==> config.mk <==
export PLATFORM = sky130hd
export DESIGN_NAME = hvcbl_top
export DESIGN_NICKNAME = d
export VERILOG_FILES = /design/src/hvcbl_pkg.sv /design/src/hvcbl_latch.sv /design/src/hvcbl_top.sv
export SDC_FILE = /design/constraint.sdc
export NUM_CORES = 1
export LEC_CHECK = 0
export BUFFER_PORTS_ARGS = -buffer_cell sky130_fd_sc_hd__buf_4
export CORE_ASPECT_RATIO = 0.7
export CORE_UTILIZATION = 50
export CTS_BUF_LIST = sky130_fd_sc_hd__clkbuf_2 sky130_fd_sc_hd__clkbuf_4 sky130_fd_sc_hd__clkbuf_8
export CTS_CLUSTER_SIZE = 12
export DETAILED_ROUTE_END_ITERATION = 8
export GPL_ROUTABILITY_DRIVEN = 1
export GPL_TIMING_DRIVEN = 0
export MAX_ROUTING_LAYER = met4
export PLACE_DENSITY = 0.73
export SYNTH_ARGS = -nofsm -noshare
export SYNTH_HDL_FRONTEND = slang
export SYNTH_SLANG_ARGS = --single-unit
==> constraint.sdc <==
create_clock -name i_sys_clk -period 1.3 [get_ports i_sys_clk]
set_input_delay 0.065 -clock i_sys_clk [delete_from_list [all_inputs] [get_ports i_sys_clk]]
set_output_delay 0.065 -clock i_sys_clk [all_outputs]
set_load 0.05 [all_outputs]
==> src/hvcbl_pkg.sv <==
// Contract
// - Buffer address, decode one select per latch
// - Any own address pulls acknowledge low
// - Eight data bits feed all four latches
// - Latch loads on write strobe with address
// - Power-on clear empties every latch
// - Relay latch bit drives one relay
// - Four control bits become tap selects
// - One control bit selects zero-amp gain
// - Gain select on means 100, off 1000
// - Drive enable passes drive, blocks zero relay
// - Oscillator held in reset outside high voltage
// - Two auxiliary bits drive auxiliary relays
// - Four mux bits select monitor source
// - Read strobe at revision address drives strap
// - Positive polarity: relay off, driver high
package hvcbl_pkg;

	// ====================================================================
	// Bus widths
	localparam int ADDR_W = 7;
	localparam int DATA_W = 8;
	localparam int NUM_LATCH = 4;

	// ====================================================================
	// Board addresses (chosen decode points on the guarded bus)
	localparam logic [ADDR_W-1:0] ADDR_RELAY = 7'h50;
	localparam logic [ADDR_W-1:0] ADDR_CTRL  = 7'h51;
	localparam logic [ADDR_W-1:0] ADDR_AUX   = 7'h52;
	localparam logic [ADDR_W-1:0] ADDR_MUX   = 7'h53;
	localparam logic [ADDR_W-1:0] ADDR_REV   = 7'h54;

	// Latch indices
	localparam int LAT_RELAY = 0;
	localparam int LAT_CTRL  = 1;
	localparam int LAT_AUX   = 2;
	localparam int LAT_MUX   = 3;

	// ====================================================================
	// Field positions
	localparam int RELAY_POLARITY_BIT = 0;
	localparam int CTRL_TAP_LSB       = 0;
	localparam int TAP_W              = 4;
	localparam int CTRL_ZERO_GAIN_BIT = 4;
	localparam int CTRL_HV_DRIVE_BIT  = 5;
	localparam int CTRL_OSC_RUN_BIT   = 6;
	localparam int AUX_W              = 2;
	localparam int MUX_W              = 4;

	// Clear value of every latch
	localparam logic [DATA_W-1:0] LATCH_CLEAR = 8'h00;

	// ====================================================================
	// Sampled bus pins travelling together
	typedef struct packed {
		logic [ADDR_W-1:0] addr;
		logic [DATA_W-1:0] data;
		logic              wr_n;
		logic              rd_n;
		logic              clr_n;
	} hvcbl_bus_t;

	localparam hvcbl_bus_t BUS_IDLE = '{addr: 7'h00, data: 8'h00,
		wr_n: 1'b1, rd_n: 1'b1, clr_n: 1'b1};

endpackage

==> src/hvcbl_latch.sv <==
`timescale 1ns/1ps
// Eight-bit output latch with load enable and clear
module hvcbl_latch
	import hvcbl_pkg::*;
(
	// Clock and reset
	input  wire logic                         i_sys_clk,
	input  wire logic                         i_rst_n,
	// Control
	input  wire logic                         i_load,
	input  wire logic                         i_clear,
	input  wire logic [hvcbl_pkg::DATA_W-1:0] i_data,
	// Stored value
	output logic      [hvcbl_pkg::DATA_W-1:0] o_q
);

	import hvcbl_pkg::*;

	logic [DATA_W-1:0] q_reg;
	logic [DATA_W-1:0] q_next;

	// ====================================================================
	// Next value: clear beats load, otherwise hold
	always_comb
	begin
		q_next = q_reg;
		if (i_clear)
			q_next = LATCH_CLEAR;
		else if (i_load)
			q_next = i_data;
	end

	always_ff @(posedge i_sys_clk)
	begin
		if (!i_rst_n)
			q_reg <= LATCH_CLEAR;
		else
			q_reg <= q_next;
	end

	assign o_q = q_reg;

endmodule

==> src/hvcbl_top.sv <==
`timescale 1ns/1ps
// Control-latch board on the guarded parallel bus
module hvcbl_top
	import hvcbl_pkg::*;
(
	// Clock and reset
	input  wire logic                       i_sys_clk,
	input  wire logic                       i_rst_n,
	// Guarded bus from the main processor (asynchronous pins)
	input  wire logic [hvcbl_pkg::ADDR_W-1:0] i_guarded_addr,
	input  wire logic [hvcbl_pkg::DATA_W-1:0] i_guarded_data,
	input  wire logic                       i_guarded_write_strobe_n,
	input  wire logic                       i_guarded_read_strobe_n,
	input  wire logic                       i_guarded_power_on_clear_n,
	// Revision straps
	input  wire logic [hvcbl_pkg::DATA_W-1:0] i_rev_strap,
	// Bus answer: open-drain acknowledge and read data
	output logic                            o_ack_n_out,
	output logic                            o_ack_oe,
	output logic [hvcbl_pkg::DATA_W-1:0]    o_data_out,
	output logic                            o_data_oe,
	// Output amplifier relays (driver low energizes)
	output logic [hvcbl_pkg::DATA_W-1:0]    o_relay_drive_n,
	// High-voltage supply
	output logic [hvcbl_pkg::TAP_W-1:0]     o_tap_select,
	output logic                            o_zero_amp_gain_select,
	output logic                            o_hv_drive_enable,
	output logic                            o_zero_input_relay_block,
	output logic                            o_osc_reset_n,
	// Auxiliary relays and monitor mux
	output logic [hvcbl_pkg::AUX_W-1:0]     o_aux_relay_ctl,
	output logic [hvcbl_pkg::MUX_W-1:0]     o_mon_mux_sel
);

	import hvcbl_pkg::*;

	// ====================================================================
	// Decode helper: one-hot select for a given address
	function automatic logic [NUM_LATCH:0] decode_addr(
		input logic [ADDR_W-1:0] addr);
		logic [NUM_LATCH:0] sel;
		sel = '0;
		sel[LAT_RELAY] = (addr == ADDR_RELAY);
		sel[LAT_CTRL]  = (addr == ADDR_CTRL);
		sel[LAT_AUX]   = (addr == ADDR_AUX);
		sel[LAT_MUX]   = (addr == ADDR_MUX);
		sel[NUM_LATCH] = (addr == ADDR_REV);
		return sel;
	endfunction

	// ====================================================================
	// Pin synchronisers: two flops before any logic
	hvcbl_bus_t bus_meta_reg;
	hvcbl_bus_t bus_meta_next;
	hvcbl_bus_t bus_sync_reg;
	hvcbl_bus_t bus_sync_next;
	logic       wr_n_prev_reg;
	logic       wr_n_prev_next;
	logic [DATA_W-1:0] strap_meta_reg;
	logic [DATA_W-1:0] strap_meta_next;
	logic [DATA_W-1:0] strap_sync_reg;
	logic [DATA_W-1:0] strap_sync_next;

	// Sample the pins; only the second stage is read by logic
	always_comb
	begin
		bus_meta_next.addr  = i_guarded_addr;
		bus_meta_next.data  = i_guarded_data;
		bus_meta_next.wr_n  = i_guarded_write_strobe_n;
		bus_meta_next.rd_n  = i_guarded_read_strobe_n;
		bus_meta_next.clr_n = i_guarded_power_on_clear_n;
		bus_sync_next       = bus_meta_reg;
		wr_n_prev_next      = bus_sync_reg.wr_n;
		strap_meta_next     = i_rev_strap;
		strap_sync_next     = strap_meta_reg;
	end

	always_ff @(posedge i_sys_clk)
	begin
		if (!i_rst_n)
		begin
			bus_meta_reg   <= BUS_IDLE;
			bus_sync_reg   <= BUS_IDLE;
			wr_n_prev_reg  <= 1'b1;
			strap_meta_reg <= LATCH_CLEAR;
			strap_sync_reg <= LATCH_CLEAR;
		end
		else
		begin
			bus_meta_reg   <= bus_meta_next;
			bus_sync_reg   <= bus_sync_next;
			wr_n_prev_reg  <= wr_n_prev_next;
			strap_meta_reg <= strap_meta_next;
			strap_sync_reg <= strap_sync_next;
		end
	end

	// ====================================================================
	// Address decode and write strobe edge
	logic [NUM_LATCH:0] sel;
	logic               any_sel;
	logic               wr_edge;
	logic               clear_now;

	// A latch loads once, on the falling edge of the synced strobe;
	// address and data went through the same two flops, so they line up
	assign sel       = decode_addr(bus_sync_reg.addr);
	assign any_sel   = |sel;
	assign wr_edge   = wr_n_prev_reg & ~bus_sync_reg.wr_n;
	assign clear_now = ~bus_sync_reg.clr_n;

	// ====================================================================
	// The four output latches
	logic [DATA_W-1:0] latch_q [NUM_LATCH];

	genvar gi;
	generate
		for (gi = 0; gi < NUM_LATCH; gi++)
		begin : g_latch
			hvcbl_latch u_latch (
				.i_sys_clk (i_sys_clk),
				.i_rst_n   (i_rst_n),
				.i_load    (wr_edge & sel[gi]),
				.i_clear   (clear_now),
				.i_data    (bus_sync_reg.data),
				.o_q       (latch_q[gi])
			);
		end
	endgenerate

	// ====================================================================
	// Output registers
	logic                ack_oe_reg;
	logic                ack_oe_next;
	logic [DATA_W-1:0]   data_out_reg;
	logic [DATA_W-1:0]   data_out_next;
	logic                data_oe_reg;
	logic                data_oe_next;
	logic [DATA_W-1:0]   relay_n_reg;
	logic [DATA_W-1:0]   relay_n_next;
	logic [TAP_W-1:0]    tap_reg;
	logic [TAP_W-1:0]    tap_next;
	logic                gain_reg;
	logic                gain_next;
	logic                hv_reg;
	logic                hv_next;
	logic                osc_n_reg;
	logic                osc_n_next;
	logic [AUX_W-1:0]    aux_reg;
	logic [AUX_W-1:0]    aux_next;
	logic [MUX_W-1:0]    mux_reg;
	logic [MUX_W-1:0]    mux_next;

	// Pin images of the latches; a cleared latch releases everything
	always_comb
	begin
		ack_oe_next  = any_sel;
		data_oe_next = sel[NUM_LATCH] & ~bus_sync_reg.rd_n;
		data_out_next = data_oe_next ? strap_sync_reg : LATCH_CLEAR;
		// Driver low energizes; cleared bit 0 keeps polarity positive
		relay_n_next = ~latch_q[LAT_RELAY];
		tap_next  = latch_q[LAT_CTRL][CTRL_TAP_LSB +: TAP_W];
		// High means FET on, gain 100; low means gain 1000
		gain_next = latch_q[LAT_CTRL][CTRL_ZERO_GAIN_BIT];
		hv_next   = latch_q[LAT_CTRL][CTRL_HV_DRIVE_BIT];
		// Oscillator may only run while high voltage is selected
		osc_n_next = latch_q[LAT_CTRL][CTRL_OSC_RUN_BIT] & hv_next;
		aux_next  = latch_q[LAT_AUX][AUX_W-1:0];
		mux_next  = latch_q[LAT_MUX][MUX_W-1:0];
	end

	always_ff @(posedge i_sys_clk)
	begin
		if (!i_rst_n)
		begin
			ack_oe_reg   <= 1'b0;
			data_out_reg <= LATCH_CLEAR;
			data_oe_reg  <= 1'b0;
			relay_n_reg  <= ~LATCH_CLEAR;
			tap_reg      <= '0;
			gain_reg     <= 1'b0;
			hv_reg       <= 1'b0;
			osc_n_reg    <= 1'b0;
			aux_reg      <= '0;
			mux_reg      <= '0;
		end
		else
		begin
			ack_oe_reg   <= ack_oe_next;
			data_out_reg <= data_out_next;
			data_oe_reg  <= data_oe_next;
			relay_n_reg  <= relay_n_next;
			tap_reg      <= tap_next;
			gain_reg     <= gain_next;
			hv_reg       <= hv_next;
			osc_n_reg    <= osc_n_next;
			aux_reg      <= aux_next;
			mux_reg      <= mux_next;
		end
	end

	// ====================================================================
	// Ports; the acknowledge only ever pulls low
	assign o_ack_n_out              = 1'b0;
	assign o_ack_oe                 = ack_oe_reg;
	assign o_data_out               = data_out_reg;
	assign o_data_oe                = data_oe_reg;
	assign o_relay_drive_n          = relay_n_reg;
	assign o_tap_select             = tap_reg;
	assign o_zero_amp_gain_select   = gain_reg;
	assign o_hv_drive_enable        = hv_reg;
	assign o_zero_input_relay_block = hv_reg;
	assign o_osc_reset_n            = osc_n_reg;
	assign o_aux_relay_ctl          = aux_reg;
	assign o_mon_mux_sel            = mux_reg;

endmodule

# --- Word-level counts from Yosys, hierarchy flattened ---
# Index checks and enable logic that the tools add are counted.
totals:
  regBits: 105
  inputBits: 28
  output_inout_bits: 33
  elab_cells: 45
op_classes:
  eq_ne: 5
  bitwise: 10
  n_reduce_logical: 3
ops:
  columns: ["cell", "count"]
  rows:
  - ["equality test 7 bit (second input constant)", 5]
  - ["inverter 8 bit", 1]
  - ["AND 1 bit", 7]
  - ["OR reduction 5 bit", 1]
  - ["AND reduction 2 bit", 2]
  - ["inverter 1 bit", 2]

# --- Logic depth before layout (Yosys ltp) ---
depth:
  ltp_word: 3
  depth_mapped: 5
  ltp_nobuf: 3

# --- Hierarchy ---
# From an unflattened synthesis, not the netlist that was laid out.
hier_totals:
  cells_unflattened: 309
  area_unflattened_um2: 3588.4
by_module_without_submodules:
  columns: ["mod", "n_inst", "cells_each", "area_each_um2", "seq_area_each_um2"]
  rows:
  - ["hvcbl_top", 1, 201, 2417.3, 1681.6]
  - ["hvcbl_latch", 4, 27, 292.8, 160.2]

# --- Worst setup path before layout ---
# Ideal clock, no wire load.
synth_path:
  path_type: "reg2reg"
  start: "register bus_sync_reg[16] (netlist bit)"
  end: "register g_latch[0].u_latch.q_reg[0]"
  setup_time_ns: 0.072
  arrival_time_ns: 1.082
  required_ns: 1.228
  slack_ns: 0.146
  path_stages_with_launch: 5
  path_buffers: 1
  synth_period_minus_slack_ns: 1.154
  path_cell_list: "dfxtp_1 and4bb_4 and3_2 buf_6 mux2i_1"
synth_via:
  elab_chain_len: 2
synth_lines:
  columns: ["element", "line_no", "rtl"]
  rows:
  - ["from (decl)", "hvcbl_top.sv:55", "hvcbl_bus_t bus_sync_reg;"]
  - ["from (signal assigned)", "hvcbl_top.sv:91", "bus_sync_reg <= bus_sync_next;"]
  - ["equality test 7 bit", "hvcbl_top.sv:43", "sel[LAT_RELAY] = (addr == ADDR_RELAY);"]
  - ["AND 1 bit", "hvcbl_top.sv:123", ".i_load (wr_edge & sel[gi]),"]
  - ["to (signal assigned)", "hvcbl_latch.sv:38", "q_reg <= q_next;"]
  - ["to (decl)", "hvcbl_latch.sv:19", "logic [DATA_W-1:0] q_reg;"]
# No other way between the ends.
# A chain may end at the register's enable or synchronous reset.

# --- Worst setup path after layout ---
layout_path:
  start: "register bus_sync_reg[14] (netlist bit)"
  end: "register g_latch[3].u_latch.q_reg[2]"
layout_via:
  elab_chain_len: 2
layout_lines:
  columns: ["element", "line_no", "rtl"]
  rows:
  - ["equality test 7 bit", "hvcbl_top.sv:46", "sel[LAT_MUX] = (addr == ADDR_MUX);"]
  - ["AND 1 bit", "hvcbl_top.sv:123", null]
  - ["to (signal assigned)", "hvcbl_latch.sv:38", null]
  - ["to (decl)", "hvcbl_latch.sv:19", null]
# No other way between the ends.

==> impl.org <==
** STA
- The number of max-slew violations in the final report was 0.
- Setup violations remaining at the end of the flow were counted as 0.
- For the final database, setup skew stands at 8.07 ps.
- Once routing completed, OpenROAD measured the worst setup slack at 22.0 ps.
- Final worst-path cycle share :: 0.983
- Max Fclk :: 782 MHz
- Setup repair after global routing missed its margin :: yes
- Final count of hold timing violations :: 0
- Minimum clock period :: 1280 ps

** Final layout
- For this run, the share of the core covered by cells in the final layout is 0.704.
- For this run, the number of standard cells in the final layout without fillers is 443.
- Multi-input logic area :: 940 um2
- Total inserted antenna cells :: 0
- The sequential cells in the finished layout cover a total of 2100 um2.
- The area growth from synthesis to layout is 32.3%.
- Fill cell count :: 445
- At the end of the flow, the number of nets in the layout was 391.
- Layout cell share with drive strength beyond 1 :: 0.250
- The register with the most flip-flops in the layout has 21 of them.

** Drt
- Dividing the detail-routed via count by the number of cells gives 4.37.
- The detailed router placed 1935 vias in this run.
- DRT Pass-1 Iters :: 4
- Count of nets left with antenna violations after detail routing :: 0
- Final routed DRC violation total :: 0
- Detail-routed net length per standard cell :: 11.4 um
- The first routing iteration left 62 violations.
- Final routed wirelength across all metal layers :: 5070 um

** Place
- The HPWL after detailed placement is 3440 um.
- Pre-CTS setup slack :: 33.9 ps
- Number of port buffers :: 59
- Post-placement cell count :: 401
- Routability congestion estimate from global placement :: 0.716

** Worst setup path
- The worst setup path is of the reg2reg kind.
- In this design, the stage delay of the slowest critical-path cell is 380 ps.
- The critical path goes through and4bb_4 -> and4_1 -> buf_6 -> mux2i_1.
- Critical Path Source Type :: flip-flop
- The number of buffers and inverters on the critical path is 1.
- Of all nets on the critical path, the largest fanout is 6.
- Among all stages on the critical path, the largest delay is contributed by and4bb_4.
- Worst setup EP type :: flip-flop
- At the worst endpoint, the arrival time is 1560 ps.
- Among cell families on the critical path, the largest total delay comes from simple AND/OR/NAND/NOR gates.
- Worst EP required :: 1590 ps

** Hold path
- Hold Path Class :: in2reg

** Floorplan
- Area of the core region :: 5870 um2
- Standard-cell row count :: 23
- Die footprint :: 6580 um2
- I/O pin count :: 61
- For this configuration, the core starts out at a cell density of 0.533.
- Vertical die dimension :: 68.2 um
- The die is 96.5 um wide.

** Pwr
- Of the total power, registers draw 0.611.
- Power spread over the standard cell area amounts to 1310 nW/um2.
- Power share of the clock group :: 0.341
- Int Power :: 4.22 mW
- Combinational cell fraction of total power :: 0.048
- Power dissipated by switching net loads :: 1.19 mW
- Leakage dissipation :: 1.81 nW
- Across the VDD grid, the largest voltage drop is 0.852 mV.
- Of the total power, the share spent switching nets is 0.220.

** Yosys
- Synthesized netlist cell count :: 267
- Cell type with the largest total area after synthesis :: dfxtp_1
- Counting every net in the synthesized netlist gives 295.
- Summing every instance area after synthesis gives 3130 um2.
- Proportion of synthesized chip area in sequential cells :: 0.672
- Leading post-synthesis cells by cell area :: dfxtp_1 (67%), and2_1 (13%), mux2i_1 (6.7%), nand2_1 (4.4%), nand2b_1 (1.4%)
- Most frequent cell after synthesis :: dfxtp_1
- Cell variety after synth :: 20
- Number of enable flip-flop cells after synthesis :: 0
- The most used flip-flop cell after synthesis is dfxtp_1.
- Post-synthesis register bit count :: 105
- Of the post-synthesis cell area, the dominant cell type holds 0.672.
- Warnings from Yosys :: 0
- Cell types with the highest counts after synthesis :: dfxtp_1 (105), and2_1 (67), nand2_1 (37), mux2i_1 (21)
- Post-synthesis area per instance :: 11.7 um2
- For this run, asynchronously set or reset flops after synthesis account for 0.

** CTS
- Clock tree root driver cell :: clkbuf_8
- The clock passes through at most 2 buffers.
- TritonCTS clock tree :: done
- After clock tree synthesis, the setup repair step added 0 buffers.
- For this design, the sink count on the clock tree is 105.
- For the worst-skew pair, the clock arrives at the later sink with an insertion delay of 350 ps.
- Number of H-tree levels :: 3
- Clock input transition at the sequential cells of the worst setup and hold paths :: 100 ps
- Buffers inserted during clock tree synthesis total 9.

** Status
- Status :: finished, final reports clean

** Global routing
- Largest net degree at the start of global routing :: 19
- The first global-routing pass estimated 7980 um of wire.
- Vias in the first global route :: 1726
- After global routing the overflow that remains totals 0.
- For this run, the total global-route usage over all layers was measured as 0.174.
- Antenna violations before repair :: 0

** Flow run
- Maxcap violations :: 0
## kinds of logic (layout without fill, tap and decap cells)
kind of cell	Yosys count	in the layout	share of synthesized area
AO/OA/AOI/OAI	1	1	0.00160
buffers and inverters	17	118	0.0324
flip-flops	105	105	0.672
multiplexers	21	21	0.0672
other	1	1	0.00120
AND/OR/NAND/NOR	122	122	0.225
## power groups by stage
stage	registers (mW)	clock network [mW]	logic, mW
2_1_floorplan	3.38	0	0.106
6_report	3.31	1.85	0.258
3_3_place_gp	3.38	0	0.192
5_1_grt	3.32	2.02	0.285
3_5_place_dp	3.38	0	0.197
4_1_cts	3.31	1.89	0.259
## metrics by stage
| step | TNS [ps] | hold WS, ps | total power [mW] | instance area, um2 |
|---|---|---|---|---|
| 5_1_grt | -61.7 | 138 | 5.63 | 4140 |
| 3_3_place_gp | 0 | 248 | 3.57 | 3660 |
| 4_1_cts | 0 | 120 | 5.46 | 4110 |
| 6_report | 0 | 125 | 5.41 | 4140 |
| 3_5_place_dp | 0 | 250 | 3.58 | 3660 |
| 2_1_floorplan | 0 | 166 | 3.48 | 3130 |
## cell usage in the layout, fill, tap and decap left out
cell type	synthesis	layout
buf_2	3	3
and3_2	3	2
and3_1	1	1
buf_8	0	1
nor3b_4	0	1
o21ai_0	1	1
inv_8	0	1
nor2_1	1	1
dlygate4sd3_1	0	26
buf_6	2	2
and3_4	0	1
nand4b_2	1	1
clkbuf_8	0	10
conb_1	1	1
clkbuf_1	7	7
clkinv_2	0	1
clkinvlp_4	0	1
and2_1	67	67
buf_4	5	63
dfxtp_1	105	105
inv_6	0	2
and4bb_4	1	1
nand4b_1	1	1
mux2i_1	21	21
nand2_1	37	37
clkinv_4	0	1
and4_1	1	1
nor4b_2	0	1
nand2b_1	7	7
## what timing repair did
action                                 in CTS  in global routing
setup endpoints to repair                   0                 20
resized for setup                           0                  5
hold buffers                               26                  0
endpoints found under the hold margin      26                  0
## cell type report
class | count | area share
plain buffers | 17 | 0.0263
clock buffers | 10 | 0.0333
clock inverters | 6 | 0.0121
multi-input cells | 145 | 0.227
flip-flops and latches | 105 | 0.508
well taps | 75 | 0.0227
repair buffers | 85 | 0.170
## path summary, 6_finish.rpt
path                                           startpoint                   endpoint  slack, ps  cells after the start
worst max-delay path                     bus_sync_reg[14]  g_latch[3].u_latch.o_q[2]         20                      4
worst min-delay path                              i_rst_n            bus_meta_reg[0]        130                      3
worst max register to register           bus_sync_reg[14]  g_latch[3].u_latch.o_q[2]         20                      4
worst min register to register  g_latch[0].u_latch.o_q[5]         o_relay_drive_n[5]        380                      1
## per-layer routing
layer  global-route usage  share of wire  vias up
met5                    -              0        -
met1                0.214           0.49      864
met4               0.0717         0.0087        0
li1                     -              -     1019
met3               0.0544          0.047        6
met2                0.269           0.45       46
## worst reg2reg max path, cell delays in order (launching register included)
cell      delay (ps)
dfxtp_1          310
and4bb_4         380
and4_1           210
buf_6            120
mux2i_1          190
Note: power is estimated with default switching activity, not from simulation.
